[config.mk]
export PLATFORM = sky130hd
export DESIGN_NAME = timed_safe_stop_brake_ctrl
export DESIGN_NICKNAME = d
export VERILOG_FILES = /design/src/verilog/safe_stop_pkg.sv /design/src/verilog/brake_path_check.sv /design/src/verilog/stop_delay_timer.sv /design/src/verilog/timed_safe_stop_brake_ctrl.sv
export SDC_FILE = /design/constraint.sdc
export NUM_CORES = 1
export LEC_CHECK = 0
export ABC_CLOCK_PERIOD_IN_PS = 2400
export BUFFER_PORTS_ARGS = -buffer_cell sky130_fd_sc_hd__buf_4
export CAP_MARGIN = 25
export CORE_UTILIZATION = 50
export DETAILED_ROUTE_END_ITERATION = 12
export PLACE_DENSITY = 0.81
export SKIP_LAST_GASP = 1
export SLEW_MARGIN = 20
export SYNTH_ARGS = -nofsm -noshare
export SYNTH_HDL_FRONTEND = slang
export SYNTH_SLANG_ARGS = --single-unit
[constraint.sdc]
create_clock -name core_clk -period 2.4 [get_ports core_clk]
set_input_delay 0.48 -clock core_clk [delete_from_list [all_inputs] [get_ports core_clk]]
set_output_delay 0.48 -clock core_clk [all_outputs]
set_load 0.02 [all_outputs]
[src/verilog/safe_stop_pkg.sv]
/*
  shared constants for the timed safe stop and safe brake sequencer:
  register offsets, fields, reset values, timing counts.
  assumes a 100 MHz core clock and a plain strobe register port.
*/
`default_nettype none
package safe_stop_pkg;
  // register offsets (byte addresses)
  localparam logic [7:0] OFS_CTRL = 8'h00;
  localparam logic [7:0] OFS_DELAY1 = 8'h04;
  localparam logic [7:0] OFS_DELAY2 = 8'h08;
  localparam logic [7:0] OFS_STATE1 = 8'h0C;
  localparam logic [7:0] OFS_STATE2 = 8'h10;
  localparam logic [7:0] OFS_STATEC = 8'h14;
  localparam logic [7:0] OFS_MSG = 8'h18;
  localparam logic [7:0] OFS_FAULT = 8'h1C;
  // control register fields
  localparam int CTL_TQ_EN1 = 0;
  localparam int CTL_TQ_EN2 = 1;
  localparam int CTL_BR_EN1 = 2;
  localparam int CTL_BR_EN2 = 3;
  localparam int CTL_MODE_LO = 4;
  localparam int CTL_MODE_W = 2;
  localparam int CTL_W = 6;
  localparam logic [CTL_W-1:0] CTL_RST = 6'h00;
  // status word fields
  localparam int ST_TQ_OFF = 0;
  localparam int ST_STOP_SEL = 1;
  localparam int ST_RAMP = 2;
  localparam int ST_BRAKE = 3;
  localparam int ST_FAULT = 4;
  localparam int ST_W = 5;
  // fault register fields
  localparam int FLT_CH1 = 0;
  localparam int FLT_CH2 = 1;
  localparam int FLT_BRAKE = 2;
  localparam int FLT_W = 3;
  // brake mode values for which safe brake control is discouraged
  localparam logic [CTL_MODE_W-1:0] MODE_NONE = 2'h0;
  localparam logic [CTL_MODE_W-1:0] MODE_ALT = 2'h3;
  // timing
  localparam int DELAY_W = 16;
  localparam int CLK_MHZ = 100;
  localparam int MON_CYCLE_US = 4000;
  localparam int IO_SAMPLE_US = 4000;
  localparam int MON_CYCLES = MON_CYCLE_US * CLK_MHZ;
  localparam int IO_CYCLES = IO_SAMPLE_US * CLK_MHZ;
  localparam int BRAKE_TYP_CYC = 4;
  localparam int BRAKE_MAX_CYC = 8;
  localparam int TICK_W = 32;
  localparam int FB_SETTLE_W = 4;
  localparam logic [FB_SETTLE_W-1:0] FB_SETTLE = 4'h8;
endpackage : safe_stop_pkg
`default_nettype wire

[src/verilog/brake_path_check.sv]
/*
  two-path brake driver and diagnosis: drives high and low switches,
  compares feedback only after each commanded change.
  assumes feedback settles within a fixed count of clocks.
*/
`default_nettype none
module brake_path_check (
  // clock and reset
  input wire logic core_clk,
  input wire logic rst,
  // command and feedback
  input wire logic applyCmd,
  input wire logic fbHigh,
  input wire logic fbLow,
  // outputs
  output logic swHigh,
  output logic swLow,
  output logic faultEvt
);
  typedef struct packed {
    logic hi;
    logic lo;
    logic prevApply;
    logic [safe_stop_pkg::FB_SETTLE_W-1:0] settle;
    logic chk;
    logic evt;
  } brk_s;
  brk_s st_r, st_nxt;
  always_comb begin
    st_nxt = st_r;
    st_nxt.evt = 1'b0;
    // either path alone opening removes brake current
    st_nxt.hi = !applyCmd;
    st_nxt.lo = !applyCmd;
    st_nxt.prevApply = applyCmd;
    if (applyCmd != st_r.prevApply) begin
      st_nxt.settle = safe_stop_pkg::FB_SETTLE;
      st_nxt.chk = 1'b1;
    end else if (st_r.chk) begin
      if (st_r.settle != '0) begin
        st_nxt.settle = st_r.settle - 4'h1;
      end else begin
        st_nxt.chk = 1'b0;
        if (fbHigh != st_r.hi || fbLow != st_r.lo) begin
          st_nxt.evt = 1'b1;
        end
      end
    end
  end
  always_ff @(posedge core_clk) begin
    if (rst) begin
      st_r <= '0;
      st_r.prevApply <= 1'b1;
    end else begin
      st_r <= st_nxt;
    end
  end
  assign swHigh = st_r.hi;
  assign swLow = st_r.lo;
  assign faultEvt = st_r.evt;
endmodule : brake_path_check
`default_nettype wire

[src/verilog/stop_delay_timer.sv]
/*
  delay timer counting monitor ticks, loaded on start, runs to expiry
  regardless of withdrawal. assumes a one-cycle tick pulse.
*/
`default_nettype none
module stop_delay_timer (
  // clock and reset
  input wire logic core_clk,
  input wire logic rst,
  // control
  input wire logic start,
  input wire logic tick,
  input wire logic [safe_stop_pkg::DELAY_W-1:0] loadVal,
  // status
  output logic running,
  output logic expired
);
  typedef struct packed {
    logic [safe_stop_pkg::DELAY_W-1:0] cnt;
    logic run;
    logic exp;
  } tmr_s;
  tmr_s st_r, st_nxt;
  always_comb begin
    st_nxt = st_r;
    st_nxt.exp = 1'b0;
    if (start && !st_r.run) begin
      st_nxt.cnt = loadVal;
      st_nxt.run = 1'b1;
    end else if (st_r.run && tick) begin
      if (st_r.cnt <= 16'h0001) begin
        st_nxt.run = 1'b0;
        st_nxt.exp = 1'b1;
        st_nxt.cnt = 16'h0000;
      end else begin
        st_nxt.cnt = st_r.cnt - 16'h0001;
      end
    end
  end
  always_ff @(posedge core_clk) begin
    if (rst) begin
      st_r <= '0;
    end else begin
      st_r <= st_nxt;
    end
  end
  assign running = st_r.run;
  assign expired = st_r.exp;
endmodule : stop_delay_timer
`default_nettype wire

[src/verilog/timed_safe_stop_brake_ctrl.sv]
/*
  timed safe stop and safe brake control sequencer with register port.
  assumes synchronous inputs, single 100 MHz clock, strobe bus master.
*/
// Added by the designer: the register addresses and the address-and-strobe port.
// Functional notes
// - stop selected only if both delays nonzero
// - ramp down, then torque off at expiry
// - nonzero delay blocks direct terminal torque off (here only once both delays are nonzero)
// - timed stop needs torque off enabled
// - timer completes despite withdrawal, pulse torque off
// - both channels select, channel one ramps
// - state in status words or messages
// - brake commands sent over drive link
// - two independent brake switch paths
// - torque off or trip applies brake
// - brake control ignores ordinary brake mode
// - torque off applies brake, forces path test
// - brake needs both enables, safety enabled
// - power module cuts brake on unit fault
// - brake diagnosis only at state changes
// - any fault removes brake current, safe state
// - brake response four to eight cycles
// - quick one-channel retoggle: no message
`default_nettype none
module timed_safe_stop_brake_ctrl (
  // clock and reset
  input wire logic core_clk,
  input wire logic rst,
  // register port
  input wire logic [7:0] regAddr,
  input wire logic [31:0] regWdata,
  input wire logic regWr,
  input wire logic regRd,
  output logic [31:0] regRdata,
  // selection terminals, a stop and a torque request per channel, then the monitor trip and unit fault inputs
  input wire logic stopReqCh1,
  input wire logic stopReqCh2,
  input wire logic torqueReqCh1,
  input wire logic torqueReqCh2,
  input wire logic monitorTrip,
  input wire logic unitFault,
  // brake feedback from power module
  input wire logic fbHigh,
  input wire logic fbLow,
  // drive outputs
  output logic quickStopRamp,
  output logic pulseOff,
  output logic brakeApply,
  output logic brakeSwitchHigh,
  output logic brakeSwitchLow,
  output logic stopMsgCh1,
  output logic stopMsgCh2,
  output logic brakeModeWarn
);
  localparam logic [safe_stop_pkg::DELAY_W-1:0] DLY_ZERO = 16'h0000;

  function automatic logic [31:0] pad_st(
    input logic [safe_stop_pkg::ST_W-1:0] v);
    pad_st = {27'h000_0000, v};
  endfunction : pad_st

  ///////////////////////////////////////////////////////////////////////
  typedef struct packed {
    logic [safe_stop_pkg::CTL_W-1:0] ctl;
    logic [safe_stop_pkg::DELAY_W-1:0] dly1;
    logic [safe_stop_pkg::DELAY_W-1:0] dly2;
    logic [safe_stop_pkg::TICK_W-1:0] tickCnt;
    logic tick;
    logic [3:0] brkCnt;
    logic brkPend;
    logic brkReq;
    logic [safe_stop_pkg::FLT_W-1:0] fault;
    logic ramp;
    logic pulse;
    logic brake;
    logic msg1;
    logic msg2;
    logic modeWarn;
    logic prevTq1;
    logic prevTq2;
    logic [31:0] rdata;
  } top_s;
  top_s st_r, st_nxt;

  logic stopSel;
  logic stopArmed;
  logic tmrRun;
  logic tmrExp;
  logic swHi;
  logic swLo;
  logic brkFaultEvt;
  logic brakeEn;
  logic tqEn;
  logic tqDirect;
  logic tqActive;
  logic safeReq;
  logic [safe_stop_pkg::ST_W-1:0] stateCh1;
  logic [safe_stop_pkg::ST_W-1:0] stateCh2;

  ///////////////////////////////////////////////////////////////////////
  // selection decode
  always_comb begin
    tqEn = st_r.ctl[safe_stop_pkg::CTL_TQ_EN1] &&
           st_r.ctl[safe_stop_pkg::CTL_TQ_EN2];
    stopArmed = (st_r.dly1 != DLY_ZERO) && (st_r.dly2 != DLY_ZERO)
                && tqEn;
    stopSel = stopArmed && stopReqCh1 && stopReqCh2;
    // direct terminal selection is locked out once both delays are set
    tqDirect = !stopArmed && tqEn &&
               (torqueReqCh1 || torqueReqCh2);
    tqActive = tqDirect || tmrExp;
    brakeEn = st_r.ctl[safe_stop_pkg::CTL_BR_EN1] &&
              st_r.ctl[safe_stop_pkg::CTL_BR_EN2] &&
              tqEn;
    safeReq = tqActive || monitorTrip || (st_r.fault != '0);
  end

  stop_delay_timer u_timer (
    .core_clk(core_clk),
    .rst(rst),
    .start(stopSel),
    .tick(st_r.tick),
    .loadVal(st_r.dly1),
    .running(tmrRun),
    .expired(tmrExp)
  );

  brake_path_check u_brake (
    .core_clk(core_clk),
    .rst(rst),
    .applyCmd(st_r.brake),
    .fbHigh(fbHigh),
    .fbLow(fbLow),
    .swHigh(swHi),
    .swLow(swLo),
    .faultEvt(brkFaultEvt)
  );

  ///////////////////////////////////////////////////////////////////////
  // status words
  always_comb begin
    stateCh1 = '0;
    stateCh1[safe_stop_pkg::ST_TQ_OFF] = st_r.pulse;
    stateCh1[safe_stop_pkg::ST_STOP_SEL] = tmrRun;
    stateCh1[safe_stop_pkg::ST_RAMP] = st_r.ramp;
    stateCh1[safe_stop_pkg::ST_BRAKE] = st_r.brake;
    stateCh1[safe_stop_pkg::ST_FAULT] = st_r.fault[safe_stop_pkg::FLT_CH1];
    stateCh2 = stateCh1;
    stateCh2[safe_stop_pkg::ST_RAMP] = 1'b0;
    stateCh2[safe_stop_pkg::ST_FAULT] = st_r.fault[safe_stop_pkg::FLT_CH2];
  end

  ///////////////////////////////////////////////////////////////////////
  always_comb begin
    st_nxt = st_r;
    // monitor cycle tick
    st_nxt.tick = 1'b0;
    if (st_r.tickCnt >= 32'(safe_stop_pkg::MON_CYCLES - 1)) begin
      st_nxt.tickCnt = '0;
      st_nxt.tick = 1'b1;
    end else begin
      st_nxt.tickCnt = st_r.tickCnt + 32'h0000_0001;
    end
    // ramp held for the whole timer run, whatever channel one requests
    st_nxt.ramp = tmrRun && stopReqCh1;
    if (tmrRun) begin
      st_nxt.ramp = 1'b1;
    end
    st_nxt.pulse = safeReq;
    // brake command delayed by typical response in monitor ticks
    if (safeReq && brakeEn && !st_r.brake && !st_r.brkPend) begin
      st_nxt.brkPend = 1'b1;
      st_nxt.brkCnt = 4'(safe_stop_pkg::BRAKE_TYP_CYC);
    end else if (st_r.brkPend && st_r.tick) begin
      if (st_r.brkCnt <= 4'h1) begin
        st_nxt.brkPend = 1'b0;
        st_nxt.brkReq = 1'b1;
      end else begin
        st_nxt.brkCnt = st_r.brkCnt - 4'h1;
      end
    end
    if (!safeReq) begin
      st_nxt.brkReq = 1'b0;
      st_nxt.brkPend = 1'b0;
    end
    // any fault or unit failure drops brake current at once
    st_nxt.brake = (brakeEn && (st_r.brkReq || tqActive))
                   || (st_r.fault != '0) || unitFault;
    // mode only warns; it never changes brake action
    st_nxt.modeWarn = brakeEn &&
      (st_r.ctl[safe_stop_pkg::CTL_MODE_LO +: safe_stop_pkg::CTL_MODE_W]
        == safe_stop_pkg::MODE_NONE ||
       st_r.ctl[safe_stop_pkg::CTL_MODE_LO +: safe_stop_pkg::CTL_MODE_W]
        == safe_stop_pkg::MODE_ALT);
    st_nxt.msg1 = tmrRun;
    st_nxt.msg2 = tmrRun;
    // torque requests only stored; a one-channel retoggle cancels nothing, no fault raised
    st_nxt.prevTq1 = torqueReqCh1;
    st_nxt.prevTq2 = torqueReqCh2;
    // fault capture, set wins over software clear
    if (regWr && regAddr == safe_stop_pkg::OFS_FAULT) begin
      st_nxt.fault = st_r.fault & ~regWdata[safe_stop_pkg::FLT_W-1:0];
    end
    if (brkFaultEvt) begin
      st_nxt.fault[safe_stop_pkg::FLT_BRAKE] = 1'b1;
    end
    if (unitFault) begin
      st_nxt.fault[safe_stop_pkg::FLT_CH1] = 1'b1;
    end
    if (monitorTrip) begin
      st_nxt.fault[safe_stop_pkg::FLT_CH2] = 1'b1;
    end
    // register writes
    if (regWr) begin
      case (regAddr)
        safe_stop_pkg::OFS_CTRL:
          st_nxt.ctl = regWdata[safe_stop_pkg::CTL_W-1:0];
        safe_stop_pkg::OFS_DELAY1:
          st_nxt.dly1 = regWdata[safe_stop_pkg::DELAY_W-1:0];
        safe_stop_pkg::OFS_DELAY2:
          st_nxt.dly2 = regWdata[safe_stop_pkg::DELAY_W-1:0];
        default: ;
      endcase
    end
    // register reads, answer next cycle
    st_nxt.rdata = '0;
    if (regRd) begin
      case (regAddr)
        safe_stop_pkg::OFS_CTRL:
          st_nxt.rdata = {26'h000_0000, st_r.ctl};
        safe_stop_pkg::OFS_DELAY1: st_nxt.rdata = {16'h0000, st_r.dly1};
        safe_stop_pkg::OFS_DELAY2: st_nxt.rdata = {16'h0000, st_r.dly2};
        safe_stop_pkg::OFS_STATE1: st_nxt.rdata = pad_st(stateCh1);
        safe_stop_pkg::OFS_STATE2: st_nxt.rdata = pad_st(stateCh2);
        safe_stop_pkg::OFS_STATEC:
          st_nxt.rdata = pad_st(stateCh1 | stateCh2);
        safe_stop_pkg::OFS_MSG:
          st_nxt.rdata = {30'h0000_0000, st_r.msg2, st_r.msg1};
        safe_stop_pkg::OFS_FAULT:
          st_nxt.rdata = {29'h0000_0000, st_r.fault};
        default: st_nxt.rdata = '0;
      endcase
    end
  end

  always_ff @(posedge core_clk) begin
    if (rst) begin
      st_r <= '0;
      st_r.ctl <= safe_stop_pkg::CTL_RST;
    end else begin
      st_r <= st_nxt;
    end
  end

  ///////////////////////////////////////////////////////////////////////
  // outputs from flip-flops; brake link commands
  assign regRdata = st_r.rdata;
  assign quickStopRamp = st_r.ramp;
  assign pulseOff = st_r.pulse;
  assign brakeApply = st_r.brake;
  assign brakeSwitchHigh = swHi;
  assign brakeSwitchLow = swLo;
  assign stopMsgCh1 = st_r.msg1;
  assign stopMsgCh2 = st_r.msg2;
  assign brakeModeWarn = st_r.modeWarn;
endmodule : timed_safe_stop_brake_ctrl
`default_nettype wire
==> results.md <==
* Area growth from synthesis to layout at 20.1%
* Worst Slack Setup Final at 0.161 ns
* Drt wl/cell at about 15 µm
* Register-to-register path setup slack at 0.16 ns
* Post-synth cell types at 60
* Startpoint kind of the worst setup timing path: register
* Top-level I/O count at 92
* Min-Delay Path Class: in -> reg
* Synth top area share at 45.5%
* Number of max-slew violations in the final report at 0
* Grt ovf at 0
* Std-Cell Rows at 38
* Post-Layout Cell Count at 875
* Instance area at placement at 6100 µm²
* Maximum achievable frequency at 447 MHz
* First-pass GRT wire length at 21700 µm
* Cell type with the highest aggregate area in the netlist: sky130_fd_sc_hd__dfxtp_1
* Count of endpoints failing setup in the final report at 0
* Cell types occupying the most area after synthesis: sky130_fd_sc_hd__dfxtp_1 (45%), sky130_fd_sc_hd__nand2_1 (6.0%), sky130_fd_sc_hd__a21oi_1 (4.9%)
* Clk Tree Root Cell: sky130_fd_sc_hd__clkbuf_8
* Worst supply voltage drop on vdd at 0.874 mV
* Part of the Yosys area used for sequential elements at between 40% and 50%
* Final design instance area without fill at roughly 6700 µm²
* Die extent in x at 108 µm
* Kind of end point of the critical path: register
* Result of the run: completed
* Number of hold-slack violations in the final timing report at 0
* Maximum buffer depth of the clock tree at 2
* Vias per inst at 5.57
* DRC marker count from the first detailed-route iteration at 432
* Fraction of layout cells with a size suffix above 1 at 16.6%
* Crit path time final at 2.24 ns
* Die area at 11600 µm²
* Worst Setup EP: u_timer.st_r[12]
* Worst Hold Margin at 0.184 ns
* DRC Markers at 0
* RSZ-0062 raised after global routing: false
* PortBufs at a little under 60
* Pin count of the biggest net entering global routing at 37
* Syn avg cell area at between 8 and 9 µm²
* Dominant synthesized flop cell: sky130_fd_sc_hd__dfxtp_1
* Clock transition at path regs at 0.06 ns
* Chip height at around 110 µm
* Total clock sinks at 127
* Worst Clk Skew at between 0.01 and 0.015 ns
* Pwr/cell area at about 740 nW/µm²
* Total CTS buffers at 17
* Placed cell count at 844
* WP data required at around 2.9 ns
* Post-DP HPWL at 9120 µm
* EDFF count, synth at 0
* Ys Warns at 0
* Post-Synthesis Cell Area at 5590 µm²
* Initial DRT Pass Iterations at 5
* Total GRT Usage at 23.9%
* Final Wtd Congestion at between 0.8 and 0.9
* Post-synthesis async set-or-reset flop share at 0%
* Core Area at 10900 µm²
* Synthesized flop and latch total at about 130
* Clock latency at the later pin of the worst-skew pair at ~0.53 ns
* Pre-CTS setup slack at 0.209 ns
* Vias in the first global route at 4707
* Total detailed-routing wirelength at between 10000 and 15000 µm
* Post-layout net count at 781
* Setup Crit Path Kind: reg -> reg
* Clock tree from TritonCTS: done
* Antenna violations before repair at 0
* Number of inserted diodes at 0
* Leakage power total at 2.58 nW
* Remaining antenna violation count at 0
* Cell count after synthesis at between 600 and 700
* Data arrival time at the worst-slack endpoint at 2.70 ns
* Initial core utilization at 51.4%
* Count of vias placed by the detailed router at 4877
* Worst Reg-to-Reg Cells at 5
* Total negative slack at 0 ns
* Timing startpoint of the critical path: st_r[92]
* Reg2reg end: u_timer.st_r[12]
* Maximum level of the CTS H-tree at 4
* Maximum fanout along the worst path at 10
* Max-slew headroom at the worst pin at 56.9%
* Part of the cycle the worst path needs at around 93%
* Transition time at the pin with the least slew margin at 0.643 ns
* Startpoint of the lowest-slack register-to-register path: st_r[92]
* Max_cap viols at 0
-- registers in the layout, summed over array words and instances, names as in the netlist --
name	cells
u_timer.expired	1
u_brake.faultEvt	1
regRdata	16
brakeModeWarn	1
u_brake.swHigh	1
pulseOff	1
u_brake.st_r	6
brakeApply	1
quickStopRamp	1
stopMsgCh2	1
u_timer.st_r	16
st_r	80
u_timer.running	1
-- area by class of cell --
| class | instances | area [µm²] |
|---|---|---|
| Clock buffer | 20 | 445 |
| Inverter | 15 | 56.3 |
| Fill cell | 860 | 4170 |
| Sequential cell | 127 | 2540 |
| Tap cell | 140 | 175 |
| Multi-Input combinational cell | 485 | 2740 |
| Timing Repair Buffer | 77 | 594 |
| Clock inverter | 11 | 164 |
-- through the flow --
step	total power, W	utilization (%)
2_1_floorplan	0.00235	-
3_3_place_gp	0.00241	55.9
3_5_place_dp	0.00242	56.0
4_1_cts	0.00504	61.6
5_1_grt	0.00517	61.7
6_report	0.00500	61.7
-- worst min path at each step --
stage	from	depth (start not counted)	endpoint
finish	unitFault	3	st_r[40]
detailed placement	u_brake.faultEvt	2	st_r[42]
global route	monitorTrip	3	st_r[41]
floorplan	u_brake.faultEvt	2	st_r[42]
CTS	unitFault	3	st_r[40]
global placement	u_brake.faultEvt	2	st_r[42]
-- where the power goes --
group,total (W),switching [W],internal (W)
Clock,0.00262,0.000892,0.00173
Combinational,0.000217,0.000130,0.0000872
Sequential,0.00216,0.0000223,0.00214
Total,0.00500,0.00104,0.00396
-- layout by cell type, fill, tap and decap left out, types with 10 or more instances in the layout --
cell                        Yosys  layout
sky130_fd_sc_hd__a22oi_1       20      20
sky130_fd_sc_hd__nor2_1        63      63
sky130_fd_sc_hd__nand3_1       46      46
sky130_fd_sc_hd__nor3_1        20      19
sky130_fd_sc_hd__xor2_1        17      17
sky130_fd_sc_hd__clkbuf_16      0      16
sky130_fd_sc_hd__inv_1         15      15
sky130_fd_sc_hd__dfxtp_1      127     127
sky130_fd_sc_hd__a21oi_1       55      54
sky130_fd_sc_hd__nand2_1       90      90
sky130_fd_sc_hd__conb_1         1      29
sky130_fd_sc_hd__nor4_1        19      19
sky130_fd_sc_hd__buf_4         34      75
sky130_fd_sc_hd__nand4_1       10      10
sky130_fd_sc_hd__xnor2_1       18      18
-- cell usage after synthesis, types with 2 or more instances --
library cell and n:
sky130_fd_sc_hd__dfxtp_1 127, sky130_fd_sc_hd__nand2_1 90, sky130_fd_sc_hd__nor2_1 63, sky130_fd_sc_hd__a21oi_1 55, sky130_fd_sc_hd__nand3_1 46, sky130_fd_sc_hd__buf_4 34, sky130_fd_sc_hd__clkbuf_1 23, sky130_fd_sc_hd__a22oi_1 20
sky130_fd_sc_hd__nor3_1 20, sky130_fd_sc_hd__nor4_1 19, sky130_fd_sc_hd__xnor2_1 18, sky130_fd_sc_hd__xor2_1 17, sky130_fd_sc_hd__inv_1 15, sky130_fd_sc_hd__nand4_1 10, sky130_fd_sc_hd__mux2i_1 8, sky130_fd_sc_hd__o21ai_0 8
sky130_fd_sc_hd__ha_1 6, sky130_fd_sc_hd__a31oi_1 5, sky130_fd_sc_hd__and2_1 5, sky130_fd_sc_hd__and3_1 5, sky130_fd_sc_hd__buf_1 5, sky130_fd_sc_hd__nor3b_1 4, sky130_fd_sc_hd__a211o_1 3, sky130_fd_sc_hd__a211oi_1 3
sky130_fd_sc_hd__a221oi_1 3, sky130_fd_sc_hd__nand3b_1 3, sky130_fd_sc_hd__nor2b_1 3, sky130_fd_sc_hd__o22ai_1 3, sky130_fd_sc_hd__or3_1 3, sky130_fd_sc_hd__or4_1 3, sky130_fd_sc_hd__a21boi_0 2, sky130_fd_sc_hd__buf_2 2
sky130_fd_sc_hd__nand2b_1 2, sky130_fd_sc_hd__o311a_1 2, sky130_fd_sc_hd__o32ai_1 2, sky130_fd_sc_hd__or2_2 2
-- cells by family (layout without fill, tap and decap cells) --
group / after synthesis / count (layout) / share of synthesized area, %
DFF: 127 / 127 / 45.5
other: 1 / 29 / 0.0671
xor gates and xnor gates: 35 / 35 / 5.48
and+or+nand+nor: 287 / 287 / 24.5
buffers and inverters: 79 / 123 / 7.63
muxes: 9 / 9 / 1.83
AOI/OAI and AO/OA: 119 / 119 / 13.6
adders and majority gates: 6 / 6 / 1.34
-- what timing repair did --
item | in CTS | in global routing
endpoints found under the setup margin | 0 | 1
buffers inserted | 0 | 0
gates resized for setup | 0 | 1
endpoints found under the hold margin | 0 | 0
hold buffers | 0 | 0
-- metal layers --
metal	vias up	routed length (µm)	track usage (%)
li1	2380	-	-
met1	2257	5440	27.9
met2	198	6420	39.3
met3	42	803	6.78
met4	0	412	12.8
met5	-	0	0
-- critical path, cell delays in order (launching register included) --
cell and delay (ns):
sky130_fd_sc_hd__dfxtp_1 0.32, sky130_fd_sc_hd__nor4_1 0.43, sky130_fd_sc_hd__nand4_1 0.28, sky130_fd_sc_hd__and3_1 0.37, sky130_fd_sc_hd__a211oi_1 0.56, sky130_fd_sc_hd__a211o_1 0.22
Power figures use the tool's default switching activity.
